`config.mk`:
```
export PLATFORM = sky130hd
export DESIGN_NAME = wdrc_top
export DESIGN_NICKNAME = d
export VERILOG_FILES = /design/src/wdrc_pkg.sv /design/src/wdrc_top.sv
export SDC_FILE = /design/constraint.sdc
export NUM_CORES = 1
export LEC_CHECK = 0
export BUFFER_PORTS_ARGS = -buffer_cell sky130_fd_sc_hd__buf_2
export CAP_MARGIN = 20
export CORE_MARGIN = 5
export CORE_UTILIZATION = 37
export DETAILED_ROUTE_END_ITERATION = 7
export PLACE_DENSITY = 0.6
export SLEW_MARGIN = 5
export SYNTH_ARGS = -nofsm -noshare
export SYNTH_HDL_FRONTEND = slang
export SYNTH_SLANG_ARGS = --single-unit
```
`constraint.sdc`:
```
create_clock -name pclk -period 3.9 [get_ports pclk]
set_clock_uncertainty 0.1 [all_clocks]
set_input_delay 0.78 -clock pclk [delete_from_list [all_inputs] [get_ports pclk]]
set_output_delay 0.78 -clock pclk [all_outputs]
set_load 0.05 [all_outputs]
```
`src/wdrc_pkg.sv`:
```
// Notes on behaviour
// RULE1: a reset-mode time-out gives a system reset pulse of one clock.
// RULE2: the start-up delay begins when that reset pulse falls.
// RULE3: the watchdog counter advances at a 128 kHz rate, not the bus clock.
// RULE4: restart instruction, disabled watchdog or any chip reset zero the counter.
// RULE5: an elapsed period with reset enabled resets the chip.
// RULE6: the fuse picks level 1 (free, initially off) or level 2 (always on).
// RULE7: at level 1 a plain write of one to reset enable turns it on.
// RULE8: level 1 disable: write change and reset enable, then new value in 4.
// RULE9: at level 2 the watchdog runs and reset enable reads one.
// RULE10: level 2 period change: change+reset enable, then period within 4.
// RULE11: the change enable bit clears itself four clocks after being set.
// RULE12: cause bits 3,2,1 mark watchdog, brown-out, pin; cleared by POR or zero.
// RULE13: cause bit 0 is set by power-on and cleared only by writing zero.
// RULE14: cause bits 7 to 4 always read zero.
// RULE15: interrupt flag set on time-out; cleared by vector or writing one.
// RULE16: request needs flag, interrupt enable and global enable together.
// RULE17: reset and interrupt enable pick the mode; the fuse forces reset mode.
// RULE18: combined mode: first time-out flags, second unserviced one resets.
// RULE19: reset enable reads one while the watchdog cause flag is set.
// RULE20: period select has its top bit at 5 and low bits at 2..0.
// RULE21: codes 0 to 9 give 2048 shifted left by the code ticks.
// RULE22: reserved codes 10 to 15 fall back to a valid lower code.
// RULE23: after reset, reset enable reads one if cause flag or fuse set.
// RULE24: restarts, settings and time-outs cross between rates safely.
package wdrc_pkg;
  localparam int CLK_HZ        = 250_000_000;
  localparam int TICK_HZ       = 128_000;
  localparam int TICK_DIV_DFLT = CLK_HZ / TICK_HZ;

  localparam int ADDR_W = 12;
  localparam logic [ADDR_W-1:0] RCF_OFF = 12'h000;
  localparam logic [ADDR_W-1:0] WCS_OFF = 12'h004;

  // control/status field positions
  localparam int IRQF_B = 7;
  localparam int IRQE_B = 6;
  localparam int WDP3_B = 5;
  localparam int CE_B   = 4;
  localparam int RE_B   = 3;
  localparam int WDP_LO = 0;

  // reset cause field positions
  localparam int DOG_B = 3;
  localparam int BRN_B = 2;
  localparam int PIN_B = 1;
  localparam int POR_B = 0;
  localparam logic [3:0] RCF_RST = 4'h1;

  localparam logic [2:0] CE_WINDOW    = 3'h4;
  localparam int         PER_BASE_LOG = 11;
  localparam logic [3:0] PER_MAX_CODE = 4'h9;
  localparam int         CNT_W        = 20;

  // last count value of a period; reserved codes use the longest period
  function automatic logic [CNT_W-1:0] wdrc_last(input logic [3:0] code);
    logic [3:0] eff;
    eff = (code > PER_MAX_CODE) ? PER_MAX_CODE : code;
    return CNT_W'((64'h1 << (PER_BASE_LOG + int'(eff))) - 64'h1);
  endfunction
endpackage

```
`src/wdrc_top.sv`:
```
// The address map and the APB register port are this design's own decisions.
`timescale 1ns/1ns
module wdrc_top
  import wdrc_pkg::*;
#(
  parameter int TICK_DIV = TICK_DIV_DFLT
) (
  input  wire logic              pclk,
  input  wire logic              presetn,
  input  wire logic              psel,
  input  wire logic              penable,
  input  wire logic              pwrite,
  input  wire logic [ADDR_W-1:0] paddr,
  input  wire logic [31:0]       pwdata,
  output logic      [31:0]       prdata,
  output logic                   pready,
  output logic                   pslverr,
  input  wire logic              safety_level_fuse,
  input  wire logic              restart_instruction,
  input  wire logic              vector_taken,
  input  wire logic              global_irq_enable,
  input  wire logic              brownout_rst_in,
  input  wire logic              pin_rst_in,
  output logic                   timeout_irq_req,
  output logic                   sys_reset_pulse,
  output logic                   delay_start
);

  if (TICK_DIV < 1 || TICK_DIV > 65535) begin : g_chk
    $error("TICK_DIV must lie in 1..65535");
  end

  // pin synchronisers: stage one feeds stage two only
  logic [1:0] fuse_s;
  logic [2:0] brn_s;
  logic [2:0] pin_s;
  always_ff @(posedge pclk or negedge presetn) begin
    if (!presetn) begin
      fuse_s <= 2'h0;
      brn_s  <= 3'h0;
      pin_s  <= 3'h0;
    end else begin
      fuse_s <= {fuse_s[0], safety_level_fuse};
      brn_s  <= {brn_s[1:0], brownout_rst_in};
      pin_s  <= {pin_s[1:0], pin_rst_in};
    end
  end

  logic brn_ev;
  logic pin_ev;
  assign brn_ev = brn_s[1] & ~brn_s[2];
  assign pin_ev = pin_s[1] & ~pin_s[2];

  // fuse is a strap: caught once the synchroniser has settled, then
  // frozen; capturing earlier would latch the flops' reset value
  logic [1:0] fuse_age;
  logic [1:0] next_fuse_age;
  logic       fuse_cap;
  logic       fuse_lvl;
  logic       next_fuse_cap;
  logic       next_fuse_lvl;
  always_comb begin
    next_fuse_age = {fuse_age[0], 1'b1};
    next_fuse_cap = fuse_cap | fuse_age[1];
    next_fuse_lvl = (fuse_age[1] && !fuse_cap) ? fuse_s[1] : fuse_lvl;
  end
  always_ff @(posedge pclk or negedge presetn) begin
    if (!presetn) begin
      fuse_age <= 2'h0;
      fuse_cap <= 1'b0;
      fuse_lvl <= 1'b0;
    end else begin
      fuse_age <= next_fuse_age;
      fuse_cap <= next_fuse_cap;
      fuse_lvl <= next_fuse_lvl;
    end
  end

  // apb decode; zero wait states so every access completes at once
  logic wr_acc;
  logic wr_rcf;
  logic wr_wcs;
  logic hit;
  assign hit    = (paddr == RCF_OFF) || (paddr == WCS_OFF);
  assign wr_acc = psel & penable & pwrite;
  assign wr_rcf = wr_acc && (paddr == RCF_OFF);
  assign wr_wcs = wr_acc && (paddr == WCS_OFF);
  assign pready  = 1'b1;
  assign pslverr = psel & penable & ~hit;

  // control register state
  logic       irq_f;
  logic       irq_e;
  logic       re;
  logic [3:0] wdp;
  logic [2:0] ce_cnt;
  logic [3:0] rcf;
  logic       ce;
  logic       eff_re;
  logic       ie;
  logic       running;
  logic       chip_rst;
  logic       tmo;
  assign ce       = (ce_cnt != 3'h0);
  assign eff_re   = fuse_lvl | re | rcf[DOG_B];   // [RULE9] [RULE19]
  assign ie       = irq_e & ~fuse_lvl;            // [RULE17]
  assign running  = eff_re | ie;                  // [RULE6]
  assign chip_rst = sys_reset_pulse | brn_ev | pin_ev;

  logic [7:0] wcs_rd;
  logic [7:0] rcf_rd;
  always_comb begin
    wcs_rd         = 8'h00;
    wcs_rd[IRQF_B] = irq_f;
    wcs_rd[IRQE_B] = irq_e;
    wcs_rd[WDP3_B] = wdp[3];                      // [RULE20]
    wcs_rd[CE_B]   = ce;
    wcs_rd[RE_B]   = eff_re;                      // [RULE23]
    wcs_rd[2:0]    = wdp[2:0];
    rcf_rd         = {4'h0, rcf};                 // [RULE14]
  end

  logic       next_irq_f;
  logic       next_irq_e;
  logic       next_re;
  logic [3:0] next_wdp;
  logic [2:0] next_ce_cnt;
  logic [3:0] next_rcf;
  logic [3:0] wr_wdp;
  logic       do_rst;
  logic       next_pulse;
  assign wr_wdp = {pwdata[WDP3_B], pwdata[WDP_LO+2:WDP_LO]};

  // time-out action: reset at once when interrupts are off; with both enabled, interrupt first, reset when already flagged
  always_comb begin
    do_rst = 1'b0;
    if (tmo) begin
      if (eff_re && (!ie || irq_f))
        do_rst = 1'b1;                            // [RULE5] [RULE18]
    end
    next_pulse = do_rst & ~sys_reset_pulse;       // [RULE1]
  end

  // software writes, hardware clears, then hardware sets (sets win)
  always_comb begin
    next_irq_f  = irq_f;
    next_irq_e  = irq_e;
    next_re     = re;
    next_wdp    = wdp;
    next_ce_cnt = ce ? ce_cnt - 3'h1 : 3'h0;      // [RULE11]
    next_rcf    = rcf;
    if (wr_rcf)
      next_rcf = rcf & pwdata[3:0];               // [RULE12] [RULE13]
    if (chip_rst) begin
      next_irq_f  = 1'b0;
      next_irq_e  = 1'b0;
      next_re     = 1'b0;
      next_wdp    = 4'h0;
      next_ce_cnt = 3'h0;
    end else begin
      if (wr_wcs) begin
        next_irq_e = pwdata[IRQE_B];
        if (pwdata[IRQF_B])
          next_irq_f = 1'b0;                      // [RULE15]
        if (!fuse_lvl)
          next_wdp = wr_wdp;                      // [RULE6]
        if (pwdata[CE_B] && pwdata[RE_B]) begin
          next_ce_cnt = CE_WINDOW;                // [RULE8] [RULE10]
          next_re     = 1'b1;
        end else begin
          if (pwdata[RE_B])
            next_re = 1'b1;                       // [RULE7]
          else if (ce && !rcf[DOG_B])
            next_re = 1'b0;                       // [RULE8] [RULE19]
          if (fuse_lvl && ce)
            next_wdp = wr_wdp;                    // [RULE10]
          if (ce)
            next_ce_cnt = 3'h0;
        end
      end
      if (vector_taken) begin
        next_irq_f = 1'b0;                        // [RULE15]
        if (eff_re)
          next_irq_e = 1'b0;                      // [RULE18]
      end
      if (tmo && ie && !do_rst)
        next_irq_f = 1'b1;                        // [RULE15] [RULE18]
    end
    if (sys_reset_pulse)
      next_rcf[DOG_B] = 1'b1;                     // [RULE12]
    if (brn_ev)
      next_rcf[BRN_B] = 1'b1;                     // [RULE12]
    if (pin_ev)
      next_rcf[PIN_B] = 1'b1;                     // [RULE12]
  end

  // power-on reset sets only the power-on cause
  always_ff @(posedge pclk or negedge presetn) begin
    if (!presetn) begin
      irq_f           <= 1'b0;
      irq_e           <= 1'b0;
      re              <= 1'b0;
      wdp             <= 4'h0;
      ce_cnt          <= 3'h0;
      rcf             <= RCF_RST;                 // [RULE13]
      sys_reset_pulse <= 1'b0;
      delay_start     <= 1'b0;
    end else begin
      irq_f           <= next_irq_f;
      irq_e           <= next_irq_e;
      re              <= next_re;
      wdp             <= next_wdp;
      ce_cnt          <= next_ce_cnt;
      rcf             <= next_rcf;
      sys_reset_pulse <= next_pulse;
      delay_start     <= sys_reset_pulse;         // [RULE2]
    end
  end

  assign timeout_irq_req = irq_f & irq_e & global_irq_enable; // [RULE16]

  // 128 kHz tick as an enable; the counter shares the bus clock, so every
  // setting and restart it sees is already in its own domain
  logic [15:0]      tick_cnt;
  logic             tick;
  logic [CNT_W-1:0] wd_cnt;
  logic [15:0]      next_tick_cnt;
  logic [CNT_W-1:0] next_wd_cnt;
  logic [CNT_W-1:0] last;
  assign tick = (tick_cnt == 16'(TICK_DIV - 1));  // [RULE3] [RULE24]
  assign last = wdrc_last(wdp);                   // [RULE21] [RULE22]
  assign tmo  = tick && running && (wd_cnt >= last);

  always_comb begin
    next_tick_cnt = tick ? 16'h0000 : tick_cnt + 16'h0001;
    next_wd_cnt   = wd_cnt;
    if (restart_instruction || !running || chip_rst)
      next_wd_cnt = '0;                           // [RULE4]
    else if (tick)
      next_wd_cnt = (wd_cnt >= last) ? '0 : wd_cnt + 1'b1;
  end
  always_ff @(posedge pclk or negedge presetn) begin
    if (!presetn) begin
      tick_cnt <= 16'h0000;
      wd_cnt   <= '0;
    end else begin
      tick_cnt <= next_tick_cnt;
      wd_cnt   <= next_wd_cnt;
    end
  end

  // read data is captured in the setup cycle, held through access
  logic [31:0] next_prdata;
  always_comb begin
    next_prdata = prdata;
    if (psel && !penable) begin
      unique case (paddr)
        RCF_OFF: next_prdata = {24'h000000, rcf_rd};
        WCS_OFF: next_prdata = {24'h000000, wcs_rd};
        default: next_prdata = 32'h00000000;
      endcase
    end
  end
  always_ff @(posedge pclk or negedge presetn) begin
    if (!presetn)
      prdata <= 32'h00000000;
    else
      prdata <= next_prdata;
  end
endmodule

```
==> Word level (Yosys, flattened, before mapping) <==
Index checks and enable logic that the tools add are counted.
{ "word_totals": {"output_inout_bits": 37, "rom_bits": 0, "latchBits": 0, "n_memories": 0, "regBits": 96, "ram_bits": 0} }
{ "op_classes": {"n_eq_ne": 2, "reduce_logical": 34, "div": 0, "muxes": 36, "magnitude_cmp": 2, "bitwise_logic": 21, "shifts": 1, "mul": 0, "n_addsub": 5} }
{ "op_table": {"columns": ["operator", "n"], "rows": [
  ["$mux W20", 3],
  ["$mux W4", 7],
  ["$add A20 B1 Y20 const B", 1],
  ["$ge A20 B20 Y1", 1],
  ["$shl A1 B5 Y20 const A", 1],
  ["$sub A20 B1 Y20 const B", 1],
  ["$mux W1", 19],
  ["$add A16 B1 Y16 const B", 1],
  ["$eq A16 B11 Y1 const B", 1],
  ["$mux W16", 1],
  ["$pmux W8 S2", 1],
  ["$mux W3", 5],
  ["$eq A12 B3 Y1 const B", 1],
  ["$logic_and A1 B1 Y1", 12],
  ["$logic_not A12 Y1", 1],
  ["$reduce_bool A4 Y1", 3],
  ["$reduce_bool A2 Y1", 5],
  ["$and A1 B1 Y1", 9],
  ["$logic_not A1 Y1", 6],
  ["$or A1 B1 Y1", 6],
  ["$add A4 B4 Y5 const A", 1],
  ["$not A1 Y1", 5],
  ["$and A4 B4 Y4", 1],
  ["$gt A4 B4 Y1 const B", 1],
  ["4 further kinds", 8]
]} }

==> Depth between registers and ports, before layout <==
Gate-level depths: netlist of run 1.
{ "logic_depth": {"ltp_word": 12, "ltp_mapped": 18} }

==> Worst setup path before layout of run 1 <==
No wires, ideal clock.
{ "synth_path": {"kind": "flip-flop to flip-flop", "from": "register wdp[2]", "to": "register wd_cnt[16]", "slack_ns": -0.199, "arrival_time_ns": 3.919, "stages_incl_launch_ff": 17, "path_cell_list": "dfrtp_1 clkbuf_1 a211oi_1 ha_1 clkbuf_1 mux2i_1 a2bb2oi_1 o211ai_1 xnor2_1 o21ai_0 ha_1 a21o_1 a21o_1 a2111oi_2 o21ai_0 or4_1 mux2i_1"} }
{ "synth_between": {"elab_chain_len": 9} }
{ "synth_lines": {"columns": ["element", "line_no", "rtl"], "rows": [
  ["start: declaration", "wdrc_top.sv:95", "logic [3:0] wdp;"],
  ["start signal: assignment", "wdrc_top.sv:212", "wdp <= next_wdp;"],
  ["$gt A4 B4 Y1", "wdrc_pkg.sv:58", "eff = (code > PER_MAX_CODE) ? PER_MAX_CODE : code;"],
  ["$mux W4 (*)", "wdrc_pkg.sv:58", null],
  ["$add A4 B4 Y5 (*)", "wdrc_pkg.sv:59", "return CNT_W'((64'h1 << (PER_BASE_LOG + int'(eff))) - 64'h1);"],
  ["$shl A1 B5 Y20 (*)", "wdrc_pkg.sv:59", null],
  ["$sub A20 B1 Y20 (*)", "wdrc_pkg.sv:59", null],
  ["$ge A20 B20 Y1 (*)", "wdrc_top.sv:240", "next_wd_cnt = (wd_cnt >= last) ? '0 : wd_cnt + 1'b1;"],
  ["$mux W20 (*)", "wdrc_top.sv:240", null],
  ["$mux W20 (*)", "wdrc_top.sv:239", "else if (tick)"],
  ["$mux W20 (*)", "wdrc_top.sv:237", "if (restart_instruction || !running || chip_rst)"],
  ["end signal: assignment", "wdrc_top.sv:248", "wd_cnt <= next_wd_cnt;"],
  ["end: declaration", "wdrc_top.sv:226", "logic [CNT_W-1:0] wd_cnt;"]
]} }
Every way passes the cells marked *; elsewhere a longest branch is shown, timed or not. The select of a mux whose other input is x is not followed.
A chain may end at the register's enable or synchronous reset.

==> Worst setup path in the final report of run 1 <==
{ "layout_path": {"from": "register wdp[3]", "to": "register wd_cnt[9]"} }
Same word-level chain as after synthesis.

==> reports/qor.csv, run 1 <==
stage,metric,value,unit
clock_tree,CTS Buf Count,9,
yosys,mux contribution to synthesized area,0.0209,
clock_tree,CTS root buf,clkbuf_16,
setup_path,reg2reg setup slack,0.13,ns
placement,pre-CTS WS,-0.0185,ns
timing,crit path time final,3.77,ns
setup_path,critical path peak fanout,6,
final_layout,# diodes,0,
worst_hold_path,Hold Startpoint,brn_s[0],
pwr,Internal Pwr Total,0.00143,W
worst_hold_path,min-delay worst type,flip-flop to flip-flop,
final_layout,nets,626,
routing,DRT Pass-1 Iters,5,
global_routing,pin count of the biggest net entering global routing,45,
placement,I/O Buffers,42,
setup_path,CP Launch Point,wdp[3],
yosys,compound-gate portion of the synthesized area,0.167,
timing,part of the cycle the worst path needs,0.968,
yosys,Yosys cell types,55,
timing,final setup violation count,0,
timing,FMAX,0.265,GHz
pwr,Logic pwr share,0.077,
timing,Final Hold Vio Count,0,
floorplanning,die width,119,µm
yosys,top_reg_cell synth,dfrtp_1,
yosys,Synthesis Warnings,0,
placement,dpl cells,663,
pwr,Clock power frac,0.517,
setup_path,critical path data arrival time,3.93,ns
yosys,largest family of logic cells by synthesized area,simple AND/OR/NAND/NOR gates,
worst_hold_path,Hold Crit Depth,0,
yosys,Synth top area share,0.406,
clock_tree,Clock Path Buffers,2,
setup_path,crit path max-delay cell type,dfrtp_2,
final_layout,synthesis-to-layout area growth,20.9,%
clock_tree,Clock transition at path regs,0.06,ns
timing,measured slew at the worst slew-check pin,0.930,ns
yosys,commonest cells in the netlist,"71 x dfrtp_1, 55 x nand2_1, 40 x nor2_1",
pwr,sequential power share,0.407,
timing,Fin Hold WS,0.250,ns
yosys,Yosys top cell by area,dfrtp_1,
routing,# DRC,0,
setup_path,slowest cell delay on critical path,0.43,ns
floorplanning,Die Footprint,14100,µm²
global_routing,global route overflow,0,
placement,final RePlAce weighted congestion,0.803,
floorplanning,height of the die,119,µm
routing,antenna-violating nets left,0,
placement,post-detail-place hpwl,7340,µm
floorplanning,num ports,92,
final_layout,fill cell count,1099,
routing,vias per inst,5.30,
clock_tree,clk_lat worst skew,0.33,ns
yosys,synth top area cells,"dfrtp_1 41%, ha_1 8.0%, nand2_1 4.7%",
timing,RSZ-0062 raised after global routing,yes,
final_layout,share of layout cells above drive strength 1,0.214,
setup_path,kind of critical path,flip-flop to flip-flop,
setup_path,reg-to-reg endpoint,wd_cnt[9],
global_routing,initial antenna violation count,0,
routing,routed length per placed instance,15.1,µm
yosys,"Async S/R FF share, synth",1.00,
yosys,Syn Area/Cell,9.14,µm²
pwr,Sw Pwr,0.000432,W
global_routing,vias in the first global route,3458,
floorplanning,core area,11500,µm²
clock_tree,H-tree levels,3,
job,max_cap viols,0,
global_routing,global-route wire length before repair,16600,µm
timing,"Slew Viols, Final",0,
floorplanning,Initial Util,0.380,
yosys,"Seq/Total Area, Yosys",0.412,
yosys,Post-synth EDFFs,0,
pwr,worst IR drop on VDD,0.000292,V
yosys,xor and xnor area share after synthesis,0.0280,
routing,WL final,10400,µm
setup_path,CP required,4.06,ns
yosys,Post-Syn Area,4380,µm²
yosys,flip-flop and latch count after synthesis,72,
timing,max_slew headroom,0.377,
yosys,cell with the most instances after synthesis,dfrtp_1,
timing,setup ws final,0.126,ns
clock_tree,CTS sink count,72,
setup_path,Crit Reg-Reg Startpoint,wdp[3],
yosys,Synth Area in Adders,0.0800,
setup_path,crit start category,flip-flop,
routing,vias,3663,
pwr,Sw Share,0.232,
worst_hold_path,"Endpoint, Worst Hold",brn_s[1],
yosys,Mapped Cells,479,
floorplanning,FP Rows,39,
setup_path,reg2reg path depth,15,
run_status,status,"complete, no violations",
setup_path,crit path capture type,flip-flop,
clock_tree,TritonCTS clock tree,built,
setup_path,worst path cell trace,a211oi_2 -> ha_1 -> mux2i_1 -> a2bb2oi_2 -> buf_4 -> o221ai_1 -> ha_1 -> a21o_1 -> a21o_1 -> a2111oi_4 -> buf_4 -> o21a_1 -> nand3_2 -> buf_4 -> o21ai_1,
setup_path,CP dominant cell by count,buf_4,
yosys,Synth Area in Simple Gates,0.221,
global_routing,GR Util All Layers,0.143,
final_layout,fin cells,691,
routing,DR iter-0 viols,159,
pwr,Pwr per Cell Area,352,nW/µm²
pwr,P_leak,2.36,nW
## critical path, delay by kind of cell (launching register included)
family                     cells  cell delay [ns]
AOI/OAI and AO/OA              8             1.65
adders and majority gates      2             0.62
buffers and inverters          3             0.54
DFF                            1             0.43
muxes                          1             0.22
and+or+nand+nor                1             0.13
## how the worst max path moves through the flow
stage,endpoint,cells past startpoint,slack [ns]
after global placement,wd_cnt[16],14,0.09
after CTS,wd_cnt[3],14,0.04
final,wd_cnt[9],15,0.13
after detailed placement,wd_cnt[3],16,-0.02
after global routing,wd_cnt[2],14,-0.02
after floorplan,wd_cnt[16],16,0.008
## layout by cell type (no fill, tap or decap), drive strengths merged, types with 2 or more instances in the layout
master,Yosys,routed
nand4,6,6
xnor2,12,12
nand3,25,25
bufinv,0,3
xor2,2,2
nand2b,8,8
o2111a,1,2
or2,6,6
buf,29,65
clkbuf,14,10
a2111oi,2,2
nor4,7,7
and3,10,10
a22oi,15,15
a211oi,3,3
dfrtp,71,71
a21oi,15,15
inv,13,14
nor3,8,8
a22o,5,5
conb,2,32
nor2,40,40
or3,6,6
a21o,3,3
nor4b,2,2
a31o,4,4
nand2,55,55
o21a,3,3
or4,6,6
o31ai,11,11
ha,28,28
nor2b,8,8
o21ai,35,35
mux2i,8,8
o211ai,2,2
## sequential cells by signal, indices dropped and copies added, names as in the netlist
register / cells
brn_s: 3
pin_s: 3
tick_cnt: 16
ce_cnt: 3
delay_start: 1
wdp: 4
wd_cnt: 20
fuse_s: 2
irq_f: 1
fuse_cap: 1
fuse_age: 2
prdata: 8
rcf: 4
fuse_lvl: 1
irq_e: 1
sys_reset_pulse: 1
re: 1
## layer usage
layer | routed length, µm | vias up | GRT usage
li1 | - | 1798 | -
met2 | 5240 | 67 | 0.232
met3 | 434 | 8 | 0.0349
met1 | 4630 | 1790 | 0.183
met5 | 0 | - | 0
met4 | 114 | 0 | 0.0587
## power groups by stage
| stage | clock [W] | combinational [W] | sequential [W] |
|---|---|---|---|
| 2_1_floorplan | 0 | 0.000112 | 0.000769 |
| 3_3_place_gp | 0 | 0.000135 | 0.000770 |
| 3_5_place_dp | 0 | 0.000137 | 0.000770 |
| 4_1_cts | 0.000979 | 0.000138 | 0.000757 |
| 5_1_grt | 0.00102 | 0.000156 | 0.000757 |
| 6_report | 0.000962 | 0.000143 | 0.000757 |
## logic make-up after synthesis
logic type      count (synthesis)
compound gates                108
xor+xnor                       14
fa+ha+maj                      28
buf+inv                        56
flops                          72
mux                             9
other cells                     2
simple gates                  190
## final cells by class
| class | count | area (µm²) | share of cell area |
|---|---|---|---|
| Timing Repair Buffer | 65 | 387 | 0.0730 |
| Sequential cell | 72 | 1800 | 0.341 |
| Multi-Input combinational cell | 382 | 2520 | 0.476 |
| Clock inverter | 6 | 115 | 0.0217 |
| Clock buffer | 10 | 239 | 0.0451 |
| Tap cell | 143 | 179 | 0.0338 |
| Inverter | 13 | 48.8 | 0.00922 |
## through the flow
| step | power (W) | area [µm²] | TNS [ns] | utilization |
|---|---|---|---|---|
| 6_report | 0.00186 | 5290 | 0 | 0.460 |
| 3_5_place_dp | 0.000907 | 4740 | -0.0185 | 0.412 |
| 4_1_cts | 0.00187 | 5100 | 0 | 0.443 |
| 2_1_floorplan | 0.000881 | 4520 | 0 | - |
| 5_1_grt | 0.00194 | 5290 | -0.170 | 0.460 |
| 3_3_place_gp | 0.000905 | 4740 | 0 | 0.412 |
## repair_timing
action,CTS,global route
hold buffers,0,0
pin swaps,0,15
setup buffers,0,10
cloned,0,2
setup endpoints to repair,12,21
gates resized for setup,1,31
Note: power is estimated with default switching activity, not from simulation.
==> run 2: changes to the inputs <==
--- a/config.mk
+++ b/config.mk
@@ -10,6 +10,7 @@
 export CORE_MARGIN = 5
 export CORE_UTILIZATION = 37
 export DETAILED_ROUTE_END_ITERATION = 7
+export GPL_TIMING_DRIVEN = 0
 export PLACE_DENSITY = 0.6
 export SLEW_MARGIN = 5
 export SYNTH_ARGS = -nofsm -noshare
==> reports/qor.csv, run 2 (synthesis gave the netlist of run 1 again) <==
stage,metric,value,unit
run_status,status,"complete, no violations",
setup_path,CP dominant cell by count,a21o_1,
final_layout,fin cells,720,
routing,vias,3757,
setup_path,Critical Path Sink,wd_cnt[11],
timing,measured slew at the worst slew-check pin,0.666,ns
setup_path,worst path cell trace,clkbuf_8 -> a211oi_4 -> ha_4 -> mux2i_2 -> a2bb2oi_2 -> o211ai_1 -> xnor2_1 -> o21ai_1 -> ha_2 -> a21o_1 -> a21o_1 -> a2111oi_4 -> buf_4 -> o2111ai_2 -> o31ai_1 -> a31o_1,
clock_tree,CTS sink count,72,
setup_path,critical path data arrival time,3.99,ns
clock_tree,clk_lat worst skew,0.33,ns
setup_path,WP buf/inv,2,
routing,routed length per placed instance,14.3,µm
setup_path,kind of critical path,flip-flop to flip-flop,
final_layout,register area,1800,µm²
global_routing,global route overflow,0,
setup_path,crit path capture type,flip-flop,
setup_path,critical path peak fanout,5,
timing,"Slew Viols, Final",0,
clock_tree,Clock Path Buffers,2,
routing,met3 routed WL,421,µm
clock_tree,CTS Buf Count,9,
routing,antenna-violating nets left,0,
setup_path,reg2reg path depth,16,
final_layout,final instance area,5470,µm²
setup_path,reg2reg setup slack,0.07,ns
floorplanning,Initial Util,0.380,
final_layout,Largest Register,wd_cnt,
placement,"Cell Area, Placed",4930,µm²
final_layout,share of layout cells above drive strength 1,0.227,
setup_path,"Largest delay share family, worst path",compound AO/OA/AOI/OAI gates,
routing,# DRC,0,
clock_tree,CTS root buf,clkbuf_16,
final_layout,synthesis-to-layout area growth,24.8,%
placement,post-detail-place hpwl,7600,µm
setup_path,CP Launch Point,wdp[3],
placement,final RePlAce weighted congestion,0.832,
routing,DR iter-0 viols,228,
routing,WL final,10300,µm
timing,part of the cycle the worst path needs,0.981,
job,max_cap viols,0,
setup_path,CP required,4.07,ns
final_layout,nets,655,
final_layout,most frequent cells in the layout,"70 x dfrtp_1, 54 x nand2_1, 40 x buf_2",
setup_path,crit path max-delay cell type,a2111oi_4,
setup_path,crit start category,flip-flop,
setup_path,Levels on crit path,16,
pwr,Pwr per Cell Area,332,nW/µm²
routing,DRT Pass-1 Iters,4,
clock_tree,Clock transition at path regs,0.06,ns
pwr,worst IR drop on VDD,0.000281,V
placement,dpl cells,694,
clock_tree,TritonCTS clock tree,built,
timing,Final Hold Vio Count,0,
clock_tree,CTS Hold Bufs,0,
timing,crit path time final,3.83,ns
placement,I/O Buffers,41,
timing,Fin Hold WS,0.160,ns
routing,vias per inst,5.22,
floorplanning,die width,119,µm
clock_tree,H-tree levels,3,
global_routing,vias in the first global route,3561,
floorplanning,Die Footprint,14100,µm²
floorplanning,core area,11500,µm²
final_layout,max FFs per register,20,
timing,max_slew headroom,0.551,
timing,FMAX,0.261,GHz
final_layout,largest registers,"wd_cnt x20, tick_cnt x16, prdata x8",
pwr,P_leak,2.48,nW
timing,RSZ-0062 raised after global routing,yes,
final_layout,# diodes,0,
timing,total negative slack,0,ns
pwr,"Power, Total",0.00182,W
routing,highest routed layer,met4,
global_routing,GR Util All Layers,0.149,
global_routing,pin count of the biggest net entering global routing,69,
global_routing,initial antenna violation count,0,
worst_hold_path,min-delay worst type,input port to asynchronous set/reset pin,
setup_path,reg-to-reg endpoint,wd_cnt[11],
setup_path,Crit Reg-Reg Startpoint,wdp[3],
final_layout,fill cell count,1094,
floorplanning,FP Rows,39,
final_layout,"most common cell after layout, fill and taps aside",dfrtp_1,
setup_path,slowest cell delay on critical path,0.45,ns
global_routing,global-route wire length before repair,17500,µm
floorplanning,num ports,92,
final_layout,Multi-input gate area,2490,µm²
routing,DR WL met2,5050,µm
routing,Routed met1 length,4620,µm
timing,final setup violation count,0,
floorplanning,height of the die,119,µm
run 2: cell types whose count changed in the layout (fill, tap and decap cells not counted), moves of 2 or more:
cell      change
ha_1          -2
buf_4        +17
buf_2         -2
o31ai_1       +3
buf_1         +2
o21ai_2       -2
clkbuf_1      +9
o31ai_2       -3
run 2: cell type report:
cell class,count,area share
inverters,13,0.00893
well taps,143,0.0327
plain buffers,40,0.0504
clock buffers,9,0.0412
clock inverters,7,0.0188
repair buffers,55,0.0616
flip-flops and latches,72,0.330
multi-input cells,381,0.456
run 2: worst min-delay path by stage:
stage | from | end | slack (ns) | depth (start not counted)
2_1_floorplan | brn_s[0] | brn_s[1] | 0.23 | 0
3_3_place_gp | pin_s[0] | pin_s[1] | 0.23 | 0
3_5_place_dp | fuse_s[0] | fuse_s[1] | 0.24 | 0
4_1_cts | presetn | wd_cnt[17] | 0.16 | 1
5_1_grt | presetn | wd_cnt[17] | 0.15 | 1
6_report | presetn | wd_cnt[17] | 0.16 | 1
run 2: power by group:
| part | leakage [nW] | switching [W] | internal, W | total, W |
|---|---|---|---|---|
| clock | 0.162 | 0.000329 | 0.000567 | 0.000897 |
| sequential | 0.946 | 0.00000322 | 0.000754 | 0.000757 |
| combinational | 1.38 | 0.000114 | 0.0000482 | 0.000162 |
run 2: repair_timing:
action	in CTS	in global routing
endpoints found under the hold margin	0	0
setup buffers	9	4
resized for setup	17	20
pin swaps	4	15
setup endpoints to repair	22	22
run 2: metrics by stage:
step / util / setup slack (ns)
after detailed placement: 0.428 / -0.817
after global routing: 0.475 / -0.134
after CTS: 0.467 / 0.0109
final: 0.475 / 0.0745
after global placement: 0.426 / -0.670
after floorplan: - / 0.00823
run 2: per-layer routing:
metal	track usage	up-vias
met2	0.241	82
li1	-	1847
met4	0.0572	0
met3	0.0248	22
met1	0.200	1806
met5	0	-
==> run 3: changes to the inputs <==
--- a/config.mk
+++ b/config.mk
@@ -5,10 +5,11 @@
 export SDC_FILE = /design/constraint.sdc
 export NUM_CORES = 1
 export LEC_CHECK = 0
-export BUFFER_PORTS_ARGS = -buffer_cell sky130_fd_sc_hd__buf_2
+export BUFFER_PORTS_ARGS = -buffer_cell sky130_fd_sc_hd__clkbuf_2
 export CAP_MARGIN = 20
 export CORE_MARGIN = 5
 export CORE_UTILIZATION = 37
+export CTS_CLUSTER_DIAMETER = 100
 export DETAILED_ROUTE_END_ITERATION = 7
 export GPL_TIMING_DRIVEN = 0
 export PLACE_DENSITY = 0.6
==> reports/qor.csv, run 3 (synthesis gave the netlist of run 1 again) <==
stage,metric,value,unit
run_status,status,"complete, no violations",
setup_path,crit start category,flip-flop,
clock_tree,CTS sink count,72,
floorplanning,core area,11500,µm²
final_layout,synthesis-to-layout area growth,25.1,%
final_layout,share of layout cells above drive strength 1,0.231,
placement,"Cell Area, Placed",4930,µm²
setup_path,slowest cell delay on critical path,0.42,ns
setup_path,worst path cell trace,buf_8 -> a211oi_4 -> ha_4 -> mux2i_2 -> a2bb2oi_2 -> o211ai_1 -> xnor2_1 -> o21ai_1 -> ha_1 -> a21o_1 -> a21o_1 -> a2111oi_4 -> buf_4 -> o2111a_2 -> buf_6 -> a22oi_1 -> o21ai_1,
final_layout,# diodes,0,
setup_path,CP required,4.05,ns
final_layout,final instance area,5480,µm²
routing,vias,3751,
routing,DRT Pass-1 Iters,4,
floorplanning,Initial Util,0.380,
timing,final setup violation count,0,
clock_tree,CTS Hold Bufs,0,
timing,part of the cycle the worst path needs,0.971,
clock_tree,clk_lat worst skew,0.33,ns
pwr,P_leak,2.48,nW
floorplanning,die width,119,µm
timing,total negative slack,0,ns
timing,FMAX,0.264,GHz
setup_path,crit path max-delay cell type,dfrtp_1,
placement,post-detail-place hpwl,7760,µm
routing,antenna-violating nets left,0,
clock_tree,Clock transition at path regs,0.06,ns
pwr,Sw Pwr,0.000437,W
final_layout,Largest Register,wd_cnt,
placement,final RePlAce weighted congestion,0.833,
setup_path,critical path peak fanout,7,
routing,routed length per placed instance,14.4,µm
floorplanning,FP Rows,39,
clock_tree,CTS Buf Count,9,
worst_hold_path,min-delay worst type,flip-flop to flip-flop,
clock_tree,CTS root buf,clkbuf_16,
routing,vias per inst,5.20,
final_layout,"most common cell after layout, fill and taps aside",dfrtp_1,
floorplanning,num ports,92,
global_routing,initial antenna violation count,0,
timing,measured slew at the worst slew-check pin,0.803,ns
pwr,sequential power share,0.427,
final_layout,max FFs per register,20,
clock_tree,H-tree levels,3,
global_routing,pin count of the biggest net entering global routing,54,
pwr,Sw Share,0.246,
routing,DR iter-0 viols,198,
pwr,Pwr per Cell Area,324,nW/µm²
final_layout,nets,657,
final_layout,"Core Util, Final",0.476,
job,max_cap viols,0,
global_routing,GR Util All Layers,0.149,
timing,setup ws final,0.112,ns
floorplanning,Die Footprint,14100,µm²
timing,"Slew Viols, Final",0,
timing,RSZ-0062 raised after global routing,yes,
timing,crit path time final,3.79,ns
pwr,Logic pwr share,0.092,
routing,# DRC,0,
pwr,Internal Pwr Total,0.00134,W
global_routing,vias in the first global route,3718,
routing,WL final,10400,µm
setup_path,kind of critical path,flip-flop to flip-flop,
final_layout,largest registers,"wd_cnt x20, tick_cnt x16, prdata x8",
setup_path,crit path capture type,flip-flop,
clock_tree,Clock Path Buffers,2,
pwr,Clock power frac,0.481,
clock_tree,TritonCTS clock tree,built,
floorplanning,height of the die,119,µm
global_routing,global route overflow,0,
final_layout,most frequent cells in the layout,"69 x dfrtp_1, 54 x nand2_1, 40 x nor2_1, 40 x buf_4, 40 x clkbuf_2",
placement,pre-CTS WS,-0.743,ns
global_routing,global-route wire length before repair,17700,µm
timing,max_slew headroom,0.462,
timing,Final Hold Vio Count,0,
timing,Fin Hold WS,0.248,ns
pwr,worst IR drop on VDD,0.000228,V
setup_path,critical path data arrival time,3.94,ns
placement,I/O Buffers,41,
## run 3: cell count changes in the layout (fill, tap and decap cells not counted), sizes merged
cell      previous run  this run
clkinv               3         2
buf                 84        47
inv                 15        14
clkinvlp             0         1
bufinv               2         1
clkbuf              20        61
## run 3: final cells by class
class	count	area, µm²
Tap cell	143	179
Clock buffer	11	253
Fill cell	1115	6040
Buffer	40	274
Multi-Input combinational cell	381	2500
Inverter	13	48.8
Timing Repair Buffer	57	352
Clock inverter	5	63.8
Sequential cell	72	1810
## run 3: power groups by stage
stage | Clock, W | Sequential [W] | Combinational [W]
final | 0.000854 | 0.000757 | 0.000163
after floorplan | 0 | 0.000769 | 0.000112
after detailed placement | 0 | 0.000770 | 0.000159
after global routing | 0.000907 | 0.000757 | 0.000178
after global placement | 0 | 0.000770 | 0.000153
after CTS | 0.000868 | 0.000757 | 0.000160
## run 3: final timing paths
check                           cells after the start  startpoint          to  slack [ns]
min in group asynchronous                           1     presetn   prdata[0]        0.27
max in group asynchronous                           2     presetn  wd_cnt[19]        2.87
worst min register to register                      0   fuse_s[0]   fuse_s[1]        0.25
worst max register to register                     17      wdp[3]  wd_cnt[17]        0.11
worst max-delay path                               17      wdp[3]  wd_cnt[17]        0.11
worst min-delay path                                0   fuse_s[0]   fuse_s[1]        0.25
## run 3: timing repair
action | 4_1_cts | 5_1_grt
hold endpoints to repair | 0 | 0
resized for setup | 18 | 25
endpoints found under the setup margin | 22 | 22
setup buffers | 7 | 7
pin swaps | 6 | 15
gates cloned | 0 | 1
## run 3: stage by stage
step / power (W) / cells
2_1_floorplan: 0.000881 / 509
3_3_place_gp: 0.000923 / 693
3_5_place_dp: 0.000929 / 694
4_1_cts: 0.00178 / 715
5_1_grt: 0.00184 / 722
6_report: 0.00177 / 722
## run 3: critical path, delay by kind of cell, from the launching register on
kind,cells,cell delay (ns)
xor+xnor,1,0.14
fa+ha+maj,2,0.45
flops,1,0.42
compound gates,10,1.90
buf+inv,3,0.50
mux,1,0.19
## run 3: routing by layer
| metal | global-route usage | up-vias | routed length, µm |
|---|---|---|---|
| met4 | 0.0492 | 0 | 187 |
| li1 | - | 1852 | - |
| met1 | 0.197 | 1816 | 4720 |
| met5 | 0 | - | 0 |
| met2 | 0.250 | 64 | 5130 |
| met3 | 0.0234 | 19 | 376 |
